==> src/line_term_params.svh <==
/*
 * Offsets, field positions, reset values and timing figures of the line termination
 * control register bank.
 * Assumes inclusion by bare name from any file that needs them.
 */
`ifndef LINE_TERM_PARAMS_SVH
`define LINE_TERM_PARAMS_SVH

`define AC_TERM_IDX 6'h1E
`define LINE_CTL5_IDX 6'h1F
`define LINE_VOLT_IDX 6'h1D

`define AC_TERM_RESET 8'h00
`define LINE_CTL5_RESET 8'h20
`define AC_TERM_RW_MASK 8'h3F
`define LINE_CTL5_RW_MASK 8'hEB

`define AC_IMPEDANCE_SELECT_LSB 0
`define AC_IMPEDANCE_SELECT_MSB 3
`define BOOST_BIT 4
`define SPARE_BIT 5
`define CLAMP_OFF_BIT 0
`define HIGHPASS_BIT 1
`define ONHOOK_EXT_BIT 3
`define FOH_LSB 5
`define FOH_MSB 6
`define STD_FS_BIT 7

`define AC_IMPEDANCE_SELECT_600 4'h0
`define AC_IMPEDANCE_SELECT_900 4'h1
`define AC_IMPEDANCE_SELECT_GLOBAL 4'hF

`define CLK_MHZ 100
`define FOH_512_US 512000
`define FOH_128_US 128000
`define FOH_64_US 64000
`define FOH_8_US 8000
`define ONHOOK_FAST_US 500
`define ONHOOK_ETSI_US 3000
`define ONHOOK_QUENCH_US 26000

`define CLAMP_VOLTS 8'h03
`define DCT_MV_00 12'hC1C
`define DCT_MV_01 12'hC80
`define DCT_MV_10 12'hD16
`define DCT_MV_11 12'hDAC

`endif

==> src/line_term_pkg.sv <==
/*
 * Types of the line termination control register bank.
 * Assumes nothing of its surroundings.
 */
package line_term_pkg;

	typedef enum logic [1:0] {FS_DEFAULT, FS_STD_3P2, FS_BOOST_6} fs_mode_t;
	typedef enum logic {HP_5HZ, HP_200HZ} hp_corner_t;
	typedef enum logic [1:0] {HS_ONHOOK, HS_QUAL, HS_OFFHOOK, HS_RELEASE} hook_state_t;

endpackage : line_term_pkg

==> src/hook_timer.sv <==
/*
 * Loadable down counter that pulses done when a loaded count expires.
 * Assumes load values of at least one; a new load restarts the count.
 */
`timescale 1ns/10ps
module hook_timer #(
	parameter int CNT_W = 26
) (
	input wire logic clk,
	input wire logic rst_n,
	input wire logic load,
	input wire logic [CNT_W-1:0] load_val,
	output logic busy,
	output logic done
);
	logic [CNT_W-1:0] cnt_q;
	logic [CNT_W-1:0] cnt_d;
	logic done_q;
	logic done_d;

	always_comb begin
		cnt_d = cnt_q;
		done_d = 1'b0;
		if (load) begin
			cnt_d = load_val;
		end else if (cnt_q != '0) begin
			cnt_d = cnt_q - 1'b1;
			done_d = (cnt_q == {{(CNT_W-1){1'b0}}, 1'b1});
		end
	end

	always_ff @(posedge clk) begin
		if (!rst_n) begin
			cnt_q <= '0;
			done_q <= 1'b0;
		end else begin
			cnt_q <= cnt_d;
			done_q <= done_d;
		end
	end

	assign busy = (cnt_q != '0);
	assign done = done_q;
endmodule : hook_timer

==> src/line_term_regs.sv <==
/*
 * Line termination control register bank on an Avalon-MM slave with waitrequest,
 * with the off-hook qualify and on-hook release timing it steers.
 * Assumes a byte-addressed master, one clock, and hook and line inputs that are
 * already synchronous to clk.
 */
`timescale 1ns/10ps
`include "line_term_params.svh"

// How it works
// - Boost bit set selects the plus six dBm full scale; clear leaves the standard bit to decide.
// - Four-bit impedance code picks termination: 0 600, 1 900, F global.
// - Standard full scale bit selects plus 3.2 dBm; clear keeps default.
// - Off-hook counter length codes give 512, 128, 64, 8 ms; 128 after reset.
// - On-hook release time is 0.5, 3 or 26 ms by speed bits.
// - Receive high-pass corner is 5 Hz when clear, 200 Hz when set.
// - Clamp on forces readings of magnitude 3 V or less to zero; off passes.
// - Tip/ring adjust code sets reference voltage; code 11 gives 3.5 V.
// - Line reading is signed 8-bit, 1 V per step, top bit polarity.
module line_term_regs
	import line_term_pkg::*;
#(
	parameter int CNT_W = 26,
	// Divides every hook count at once; 1 gives real time
	parameter int TIME_DIV = 1,
	parameter logic [CNT_W-1:0] FOH_512_CYC =
		CNT_W'(`FOH_512_US * `CLK_MHZ / TIME_DIV),
	parameter logic [CNT_W-1:0] FOH_128_CYC =
		CNT_W'(`FOH_128_US * `CLK_MHZ / TIME_DIV),
	parameter logic [CNT_W-1:0] FOH_64_CYC =
		CNT_W'(`FOH_64_US * `CLK_MHZ / TIME_DIV),
	parameter logic [CNT_W-1:0] FOH_8_CYC =
		CNT_W'(`FOH_8_US * `CLK_MHZ / TIME_DIV),
	parameter logic [CNT_W-1:0] ONHOOK_FAST_CYC =
		CNT_W'(`ONHOOK_FAST_US * `CLK_MHZ / TIME_DIV),
	parameter logic [CNT_W-1:0] ONHOOK_ETSI_CYC =
		CNT_W'(`ONHOOK_ETSI_US * `CLK_MHZ / TIME_DIV),
	parameter logic [CNT_W-1:0] ONHOOK_QUENCH_CYC =
		CNT_W'(`ONHOOK_QUENCH_US * `CLK_MHZ / TIME_DIV)
) (
	input wire logic clk,
	input wire logic rst_n,
	input wire logic [7:0] address,
	input wire logic read,
	input wire logic write,
	input wire logic [31:0] writedata,
	output logic [31:0] readdata,
	output logic waitrequest,
	input wire logic offhook_request,
	input wire logic onhook_speed_base,
	input wire logic [1:0] spark_quench_sel,
	input wire logic [1:0] tip_ring_volt_adj,
	input wire logic [7:0] line_volt_raw,
	output logic [3:0] ac_impedance_select,
	output logic termination_global,
	output fs_mode_t fullscale_mode,
	output hp_corner_t rx_highpass_sel,
	output logic [11:0] dct_ref_mv,
	output logic [7:0] line_volt_reading,
	output logic tip_ring_polarity,
	output logic offhook_valid,
	output logic loop_current_on
);
	logic [7:0] ac_term_q;
	logic [7:0] ac_term_d;
	logic [7:0] ctl5_q;
	logic [7:0] ctl5_d;
	logic ack_q;
	logic ack_d;
	logic [31:0] rdata_q;
	logic [31:0] rdata_d;
	logic [5:0] idx;
	logic hit_term;
	logic hit_ctl5;
	logic hit_volt;
	logic wr_now;

	// Single-cycle wait keeps read data registered before the answer edge
	assign waitrequest = (read | write) & ~ack_q;
	assign idx = address[7:2];
	assign hit_term = (address[1:0] == 2'h0) && (idx == `AC_TERM_IDX);
	assign hit_ctl5 = (address[1:0] == 2'h0) && (idx == `LINE_CTL5_IDX);
	assign hit_volt = (address[1:0] == 2'h0) && (idx == `LINE_VOLT_IDX);
	assign wr_now = write & ack_q;

	always_comb begin
		ack_d = (read | write) & ~ack_q;
		ac_term_d = ac_term_q;
		ctl5_d = ctl5_q;
		rdata_d = rdata_q;
		if (wr_now && hit_term) begin
			ac_term_d = writedata[7:0] & `AC_TERM_RW_MASK;
		end
		if (wr_now && hit_ctl5) begin
			ctl5_d = writedata[7:0] & `LINE_CTL5_RW_MASK;
		end
		if (read && !ack_q) begin
			rdata_d = 32'h0000_0000; // Unmapped reads answer zero
			if (hit_term) begin
				rdata_d = {24'h00_0000, ac_term_q};
			end else if (hit_ctl5) begin
				rdata_d = {24'h00_0000, ctl5_q};
			end else if (hit_volt) begin
				rdata_d = {24'h00_0000, line_volt_reading};
			end
		end
	end

	always_ff @(posedge clk) begin
		if (!rst_n) begin
			ack_q <= 1'b0;
			ac_term_q <= `AC_TERM_RESET;
			ctl5_q <= `LINE_CTL5_RESET;
			rdata_q <= 32'h0000_0000;
		end else begin
			ack_q <= ack_d;
			ac_term_q <= ac_term_d;
			ctl5_q <= ctl5_d;
			rdata_q <= rdata_d;
		end
	end

	assign readdata = rdata_q;

	// Field decode toward the analog front end
	assign ac_impedance_select = ac_term_q[`AC_IMPEDANCE_SELECT_MSB:`AC_IMPEDANCE_SELECT_LSB];
	assign termination_global = (ac_impedance_select == `AC_IMPEDANCE_SELECT_GLOBAL);
	// Boost wins if software sets both scale bits
	assign fullscale_mode = ac_term_q[`BOOST_BIT] ? FS_BOOST_6 :
		(ctl5_q[`STD_FS_BIT] ? FS_STD_3P2 : FS_DEFAULT);
	assign rx_highpass_sel = ctl5_q[`HIGHPASS_BIT] ? HP_200HZ : HP_5HZ;

	always_comb begin
		case (tip_ring_volt_adj)
			2'b00: dct_ref_mv = `DCT_MV_00;
			2'b01: dct_ref_mv = `DCT_MV_01;
			2'b10: dct_ref_mv = `DCT_MV_10;
			default: dct_ref_mv = `DCT_MV_11;
		endcase
	end

	// Line voltage reading with low-voltage clamp
	logic [7:0] lv_q;
	logic [7:0] lv_d;
	logic [7:0] lv_mag;

	always_comb begin
		lv_mag = line_volt_raw[7] ? (8'h00 - line_volt_raw) : line_volt_raw;
		lv_d = line_volt_raw;
		if (!ctl5_q[`CLAMP_OFF_BIT] && (lv_mag <= `CLAMP_VOLTS)) begin
			lv_d = 8'h00;
		end
	end

	always_ff @(posedge clk) begin
		if (!rst_n) begin
			lv_q <= 8'h00;
		end else begin
			lv_q <= lv_d;
		end
	end

	assign line_volt_reading = lv_q;
	assign tip_ring_polarity = lv_q[7];

	// Hook sequencing
	hook_state_t hs_q;
	hook_state_t hs_d;
	logic req_prev_q;
	logic req_prev_d;
	logic tmr_load;
	logic [CNT_W-1:0] tmr_val;
	logic [CNT_W-1:0] foh_cyc;
	logic [CNT_W-1:0] onhook_cyc;
	logic tmr_busy;
	logic tmr_done;

	always_comb begin
		case (ctl5_q[`FOH_MSB:`FOH_LSB])
			2'b00: foh_cyc = FOH_512_CYC;
			2'b01: foh_cyc = FOH_128_CYC;
			2'b10: foh_cyc = FOH_64_CYC;
			default: foh_cyc = FOH_8_CYC;
		endcase
	end

	// Unlisted speed combinations fall back to the fastest release
	always_comb begin
		onhook_cyc = ONHOOK_FAST_CYC;
		if (onhook_speed_base && (spark_quench_sel == 2'b11)) begin
			onhook_cyc = ONHOOK_QUENCH_CYC;
		end else if (!onhook_speed_base && ctl5_q[`ONHOOK_EXT_BIT]
			&& (spark_quench_sel == 2'b00)) begin
			onhook_cyc = ONHOOK_ETSI_CYC;
		end
	end

	always_comb begin
		hs_d = hs_q;
		req_prev_d = offhook_request;
		tmr_load = 1'b0;
		tmr_val = foh_cyc;
		case (hs_q)
			HS_ONHOOK: begin
				if (offhook_request && !req_prev_q) begin
					hs_d = HS_QUAL;
					tmr_load = 1'b1;
				end
			end
			HS_QUAL: begin
				if (!offhook_request) begin
					hs_d = HS_RELEASE;
					tmr_load = 1'b1;
					tmr_val = onhook_cyc;
				end else if (tmr_done) begin
					hs_d = HS_OFFHOOK;
				end
			end
			HS_OFFHOOK: begin
				if (!offhook_request) begin
					hs_d = HS_RELEASE;
					tmr_load = 1'b1;
					tmr_val = onhook_cyc;
				end
			end
			HS_RELEASE: begin
				// A new request waits until loop current has ceased
				if (tmr_done) begin
					hs_d = HS_ONHOOK;
					req_prev_d = 1'b0;
				end
			end
			default: begin
				hs_d = HS_ONHOOK;
			end
		endcase
	end

	always_ff @(posedge clk) begin
		if (!rst_n) begin
			hs_q <= HS_ONHOOK;
			req_prev_q <= 1'b0;
		end else begin
			hs_q <= hs_d;
			req_prev_q <= req_prev_d;
		end
	end

	hook_timer #(
		.CNT_W(CNT_W)
	) u_hook_timer (
		.clk(clk),
		.rst_n(rst_n),
		.load(tmr_load),
		.load_val(tmr_val),
		.busy(tmr_busy),
		.done(tmr_done)
	);

	assign offhook_valid = (hs_q == HS_OFFHOOK);
	assign loop_current_on = (hs_q != HS_ONHOOK);
endmodule : line_term_regs

==> config.mk <==
export PLATFORM = sky130hd
export DESIGN_NAME = line_term_regs
export DESIGN_NICKNAME = d
export VERILOG_FILES = /design/src/line_term_pkg.sv /design/src/hook_timer.sv /design/src/line_term_regs.sv
export VERILOG_INCLUDE_DIRS = /design/src
export SDC_FILE = /design/constraint.sdc
export NUM_CORES = 1
export LEC_CHECK = 0
export BUFFER_PORTS_ARGS = -buffer_cell sky130_fd_sc_hd__buf_2
export CAP_MARGIN = 20
export CORE_MARGIN = 8
export CORE_UTILIZATION = 51
export CTS_CLUSTER_SIZE = 40
export DETAILED_ROUTE_END_ITERATION = 16
export PLACE_DENSITY = 0.81
export SYNTH_ARGS = -nofsm -noshare
export SYNTH_HDL_FRONTEND = slang
export SYNTH_SLANG_ARGS = --single-unit
==> constraint.sdc <==
create_clock -name clk -period 2.76 [get_ports clk]
set_clock_uncertainty 0.15 [all_clocks]
set_input_delay 0.276 -clock clk [delete_from_list [all_inputs] [get_ports clk]]
set_output_delay 0.276 -clock clk [all_outputs]
set_load 0.05 [all_outputs]
Yosys cells after proc, flatten, opt, wreduce, memory -nomap -nowiden
Index checks and enable logic that the tools add are counted.
{"block": "classes", "magnitude_cmp": 1, "n_eq_ne": 17, "muxes": 26, "bitwise": 6, "n_addsub": 2, "n_reduce_logical": 27}
{"op": "26-bit two-way mux", "count": 4}
{"op": "26-bit case mux with 3 select lines", "count": 1}
{"op": "8-bit two-way mux", "count": 4}
{"op": "9-bit case mux with 3 select lines", "count": 1}
{"op": "26-bit by 1-bit == test with 1-bit output (second input constant)", "count": 1}
{"op": "26-bit nonzero test", "count": 1}
{"op": "26-bit by 1-bit subtractor with 26-bit output (second input constant)", "count": 1}
{"op": "22-bit two-way mux", "count": 1}
{"op": "19-bit two-way mux", "count": 1}
{"op": "6-bit by 5-bit == test with 1-bit output (second input constant)", "count": 3}
{"op": "2-bit two-way mux", "count": 6}
{"op": "1-bit logical AND", "count": 11}
{"op": "2-bit == test (second input constant)", "count": 5}
{"op": "2-bit zero test", "count": 5}
{"op": "8-bit by 2-bit less-or-equal comparator with 1-bit output (second input constant)", "count": 1}
{"op": "2-bit case mux with 4 select lines", "count": 1}
{"op": "1-bit by 8-bit subtractor with 8-bit output (first input constant)", "count": 1}
{"op": "2-bit by 1-bit == test with 1-bit output (second input constant)", "count": 3}
{"op": "1-bit two-way mux", "count": 6}
{"op": "4-bit == test (second input constant)", "count": 1}
{"op": "1-bit zero test", "count": 4}
{"op": "2-bit inequality test (second input constant)", "count": 2}
{"op": "4-bit AND reduction", "count": 1}
{"op": "2-bit nonzero test", "count": 2}
{"op": "8 further kinds", "count": 12}
{"block": "totals", "regBits": 83, "out_inout_bits": 64, "inputBits": 58, "word_cells": 88}

Longest topological paths before layout
{"block": "logic_depth", "depth_word": 8, "depth_mapped": 8, "depth_no_buf": 7}

Hierarchy
From an unflattened synthesis, not the netlist that was laid out.
{"block": "hier_totals", "hier_cells": 426, "hier_area_um2": 3588.4}
{"module": "line_term_regs", "seq_area_each_um2": 640.6, "area_each_um2": 2153.3, "cells_each": 254, "instances": 1}
{"module": "hook_timer", "seq_area_each_um2": 540.5, "area_each_um2": 1435.1, "cells_each": 172, "instances": 1}

Worst setup path before layout
OpenSTA, ideal clock, no wires.
{"block": "synth_path", "path_type": "reg2reg", "startpoint": "register hs_q[0]", "endpoint": "register u_hook_timer.cnt_q[10]", "t_required_ns": 2.488, "setup_time_ns": 0.122, "slack_ns": 0.640, "arrival_ns": 1.848, "synth_period_minus_slack_ns": 2.120, "path_buffers": 2, "stages_incl_launch_ff": 9, "cell_sequence": "dfxtp_1 -> inv_1 -> ha_1 -> nor3b_1 -> or2_2 -> clkbuf_1 -> o21ai_4 -> buf_8 -> nor2_1"}
{"block": "synth_via", "elab_chain_len": 4, "elab_cells_between_ends": 8, "classes_between": "eq/ne (2); mux (3); reduce/logical (3)"}
{"item": "start, declared", "line": "line_term_regs.sv:167", "source": "hook_state_t hs_q;"}
{"item": "start signal, assigned", "line": "line_term_regs.sv:244", "source": "hs_q <= hs_d;"}
{"item": "2-bit == test / 2-bit by 1-bit == test with 1-bit output (equally long branches)", "line": "line_term_regs.sv:203", "source": "case (hs_q)"}
{"item": "2-bit OR reduction (no line)"}
{"item": "1-bit case mux with 2 select lines / 26-bit two-way mux (equally long branches)"}
{"item": "26-bit two-way mux / 2-bit nonzero test (equally long branches)"}
{"item": "end signal, assigned", "line": "hook_timer.sv:37", "source": "cnt_q <= cnt_d;"}
{"item": "end, declared", "line": "hook_timer.sv:16", "source": "logic [CNT_W-1:0] cnt_q;"}
Several ways; a longest one is shown, not always the timed one.
A chain may end at the register's enable or synchronous reset.

Worst setup path after layout
{"block": "layout_path", "startpoint": "register u_hook_timer.cnt_q[11]", "endpoint": "register u_hook_timer.done_q (netlist: u_hook_timer.done)"}
{"block": "layout_via", "elab_chain_len": 3, "elab_cells_between_ends": 4, "classes_between": "eq/ne (1); bitwise (1); reduce/logical (2)"}
{"item": "26-bit nonzero test"}
{"item": "1-bit NOT (no line)"}
{"item": "3-bit OR reduction (no line)"}
{"item": "end signal, assigned", "line": "hook_timer.sv:38", "source": "done_q <= done_d;"}
{"item": "end, declared", "line": "hook_timer.sv:18", "source": "logic done_q;"}
Several ways; a longest one is shown, not always the timed one.

==> out/metrics.cfg <==
[clock_tree]
cts_max_level = 3
cts_tree = yes
post-cts-setup-buffer-count = 0
cts.root.buffer_cell = clkbuf_8
postCtsHoldBufs = 0
clk_pin_slew_worst_paths_ns = 0.07
cts_made_buffers = 9
clock-sinks = 59
clk_latency_ns = 0.34
max-clock-path-buffers = 2
cts_resized = 0

[sta]
tightestPinTransition_ns = 0.692
period_needed_ns = 2.32
setup_tns_ns = 0
period_share = 0.839
grt_setup_unrepaired = no
setup_viol = 0
hold_viol_final = 0
slew_violations = 0
max_freq_mhz = 432
max_slew_margin = 0.538

[job]
drv_cap = 0

[power]
p_sw_mw = 1.60
p_seq_frac = 0.319
max-vdd-ir-drop_mv = 0.330
pwr-share-clk = 0.213
power.leakage_nw = 1.82
power.density_nw_per_um2 = 936
power_frac_comb = 0.469
p_int_mw = 2.17
p_sw_frac = 0.424

[synthesis]
syn-cell-area_um2 = 3560
synthArstFlopShare = 0
yosysUniqueCellTypes = 61
synth_area_leaders = dfxtp_1 33%, buf_4 7.4%, ha_1 7.0%
yosysSeqAreaShare = 0.332
synth.avg_cell_area_um2 = 8.53
synth_edf_count = 0
ys_ff_latch = 59
netlist_instances = 417
yosysTopAreaCell = dfxtp_1
ys_warn_count = 0
synth_top_area_share = 0.332
dominantRegCellSynth = dfxtp_1

[setup_path]
reg2reg_depth = 4
worst_ep_required_time_ns = 2.83
cpMostUsedCell = nor4_1
cp_max_fo = 7
worstSetupEndpointType = register
cp-startpoint = u_hook_timer.cnt_q[11]
critPathLaunchType = register
arrival_ns = 2.39
worst_r2r_startpoint = u_hook_timer.cnt_q[11]
worst-setup-path-type = reg2reg
slowest_delay_ns = 0.59
reg2reg_slack_ns = 0.44
cp_slowest_cell = or4b_1
path_cells = nor4_1, nand4_1, or4b_1, nor4_1

[grt]
grt_pass1_wl_um = 13900
overflow = 0
grt_max_degree = 26
first_global_vias = 2944
grt_usage = 0.172
antenna_found_initial = 0

[floorplan]
die-width_um = 99.5
core_um2 = 6760
io_pins = 122
die_area_um2 = 9900
die_h_um = 99.5
initial_core_util = 0.526
num_rows = 30

[cells_and_area]
drive_gt1_frac = 0.231
nNetsFinal = 558
antenna_cells = 0
utilization = 0.596
syn_to_final_growth_pct = 13.2
fillers = 584

[detailed_routing]
ant_nets = 0
route.detailed.drc = 0
drt-initial-drc-count = 256
wl_um = 8670
vias = 3150
routed.top_layer = met4
wl_met1_um = 3630
wl_per_cell_um = 15.4
vias_per_cell = 5.59
dr.pass1.iters = 5
met2_wirelength_um = 4250
wl_met3_um = 627

[placed_design]
routabilityCongestion = 0.911
port_buffers = 68
post-dp-hpwl_um = 6650

[hold_path]
min_path_cells = 3
hold_path_class = in2reg
hold_path_startpoint = writedata[2]

[run_status]
outcome = finished, final reports clean

==> Yosys cell counts (all sizes together), types with 4 or more instances <==
| cell | number |
|---|---|
| dfxtp | 59 |
| nor2 | 41 |
| buf | 39 |
| nand2 | 28 |
| a21oi | 20 |
| ha | 20 |
| inv | 19 |
| o21ai | 19 |
| mux2i | 15 |
| nor4 | 14 |
| clkbuf | 12 |
| nand3 | 12 |
| nor3 | 11 |
| xnor2 | 10 |
| and3 | 9 |
| a211oi | 6 |
| or2 | 6 |
| xor2 | 6 |
| and2 | 5 |
| mux2 | 5 |
| nor3b | 5 |
| nor2b | 4 |
| o21a | 4 |
| o31a | 4 |
| or3 | 4 |
==> stage by stage <==
step	instances	power [mW]	hold slack (ns)	cell area (um2)	setup slack [ns]
finish	564	3.77	0.0229	4030	0.443
CTS	564	3.76	0.0167	4030	0.455
floorplan	444	2.60	0.251	3660	0.640
global route	564	4.02	0.0286	4030	0.286
detailed placement	549	2.95	0.301	3830	0.462
global placement	549	2.90	0.290	3830	0.535
==> placed cells by master (no fill, tap or decap), drive strengths merged, types with 3 or more instances in the layout <==
master	count
and3	9
a22o	3
or2	6
ha	20
clkbuf	11
nor4	14
xnor2	10
nand4	3
a21oi	20
nor3	11
inv	19
nand2	28
or4	3
conb	29
and2	5
buf	76
nand2b	3
nor2	41
xor2	6
a22oi	3
dfxtp	59
or3	4
mux2	5
nor2b	4
o21a	4
o31a	4
nand3	12
nor3b	5
a211oi	6
o21ai	19
mux2i	15
==> layer usage <==
metal	vias to the layer above	GRT usage
li1	1521	-
met1	1500	0.202
met2	115	0.287
met3	14	0.0461
met4	0	0.0780
met5	-	0
==> sequential cells by signal (all words and copies together), names as in the netlist <==
name and cells:
line_volt_reading 8, u_hook_timer.cnt_q 26, ctl5_q 6, req_prev_q 1, u_hook_timer.done 1, hs_q 2
ac_term_q 6, ack_q 1, readdata 8
==> worst max-delay path: cells and delay by family (launching register included) <==
family	cells	cell delay [ns]
flip-flops	1	0.36
AND/OR/NAND/NOR	4	1.69
==> final cells by class <==
type | instances | area, um2 | share of cell area
clock inverter | 4 | 50.0 | 0.0124
timing repair buffer | 76 | 413 | 0.103
inverter | 19 | 71.3 | 0.0177
clock buffer | 11 | 151 | 0.0376
sequential | 59 | 1180 | 0.293
multi-input combinational | 315 | 2060 | 0.512
tap | 80 | 100 | 0.0249
==> path summary, 6_finish.rpt <==
| kind | endpoint |
|---|---|
| worst max-delay path | u_hook_timer.done |
| worst min register to register | readdata[6] |
| worst max register to register | u_hook_timer.done |
| worst min-delay path | ac_term_q[2] |
==> cells by family (layout without fill, tap and decap cells) <==
family / count (synthesis) / in the layout / synth area share
compound gates: 72 / 72 / 0.135
other cells: 2 / 29 / 0.00211
xor+xnor: 16 / 16 / 0.0394
buf+inv: 70 / 110 / 0.117
simple gates: 158 / 158 / 0.246
fa+ha+maj: 20 / 20 / 0.0703
mux: 20 / 20 / 0.0580
flops: 59 / 59 / 0.332
==> power groups by stage <==
| stage | registers (mW) | clock network (mW) | logic [mW] |
|---|---|---|---|
| 6_report | 1.20 | 0.802 | 1.77 |
| 5_1_grt | 1.22 | 0.853 | 1.95 |
| 4_1_cts | 1.19 | 0.817 | 1.75 |
| 3_5_place_dp | 1.21 | 0 | 1.74 |
| 3_3_place_gp | 1.20 | 0 | 1.70 |
| 2_1_floorplan | 1.17 | 0 | 1.43 |
Note: power is estimated with default switching activity, not from simulation.
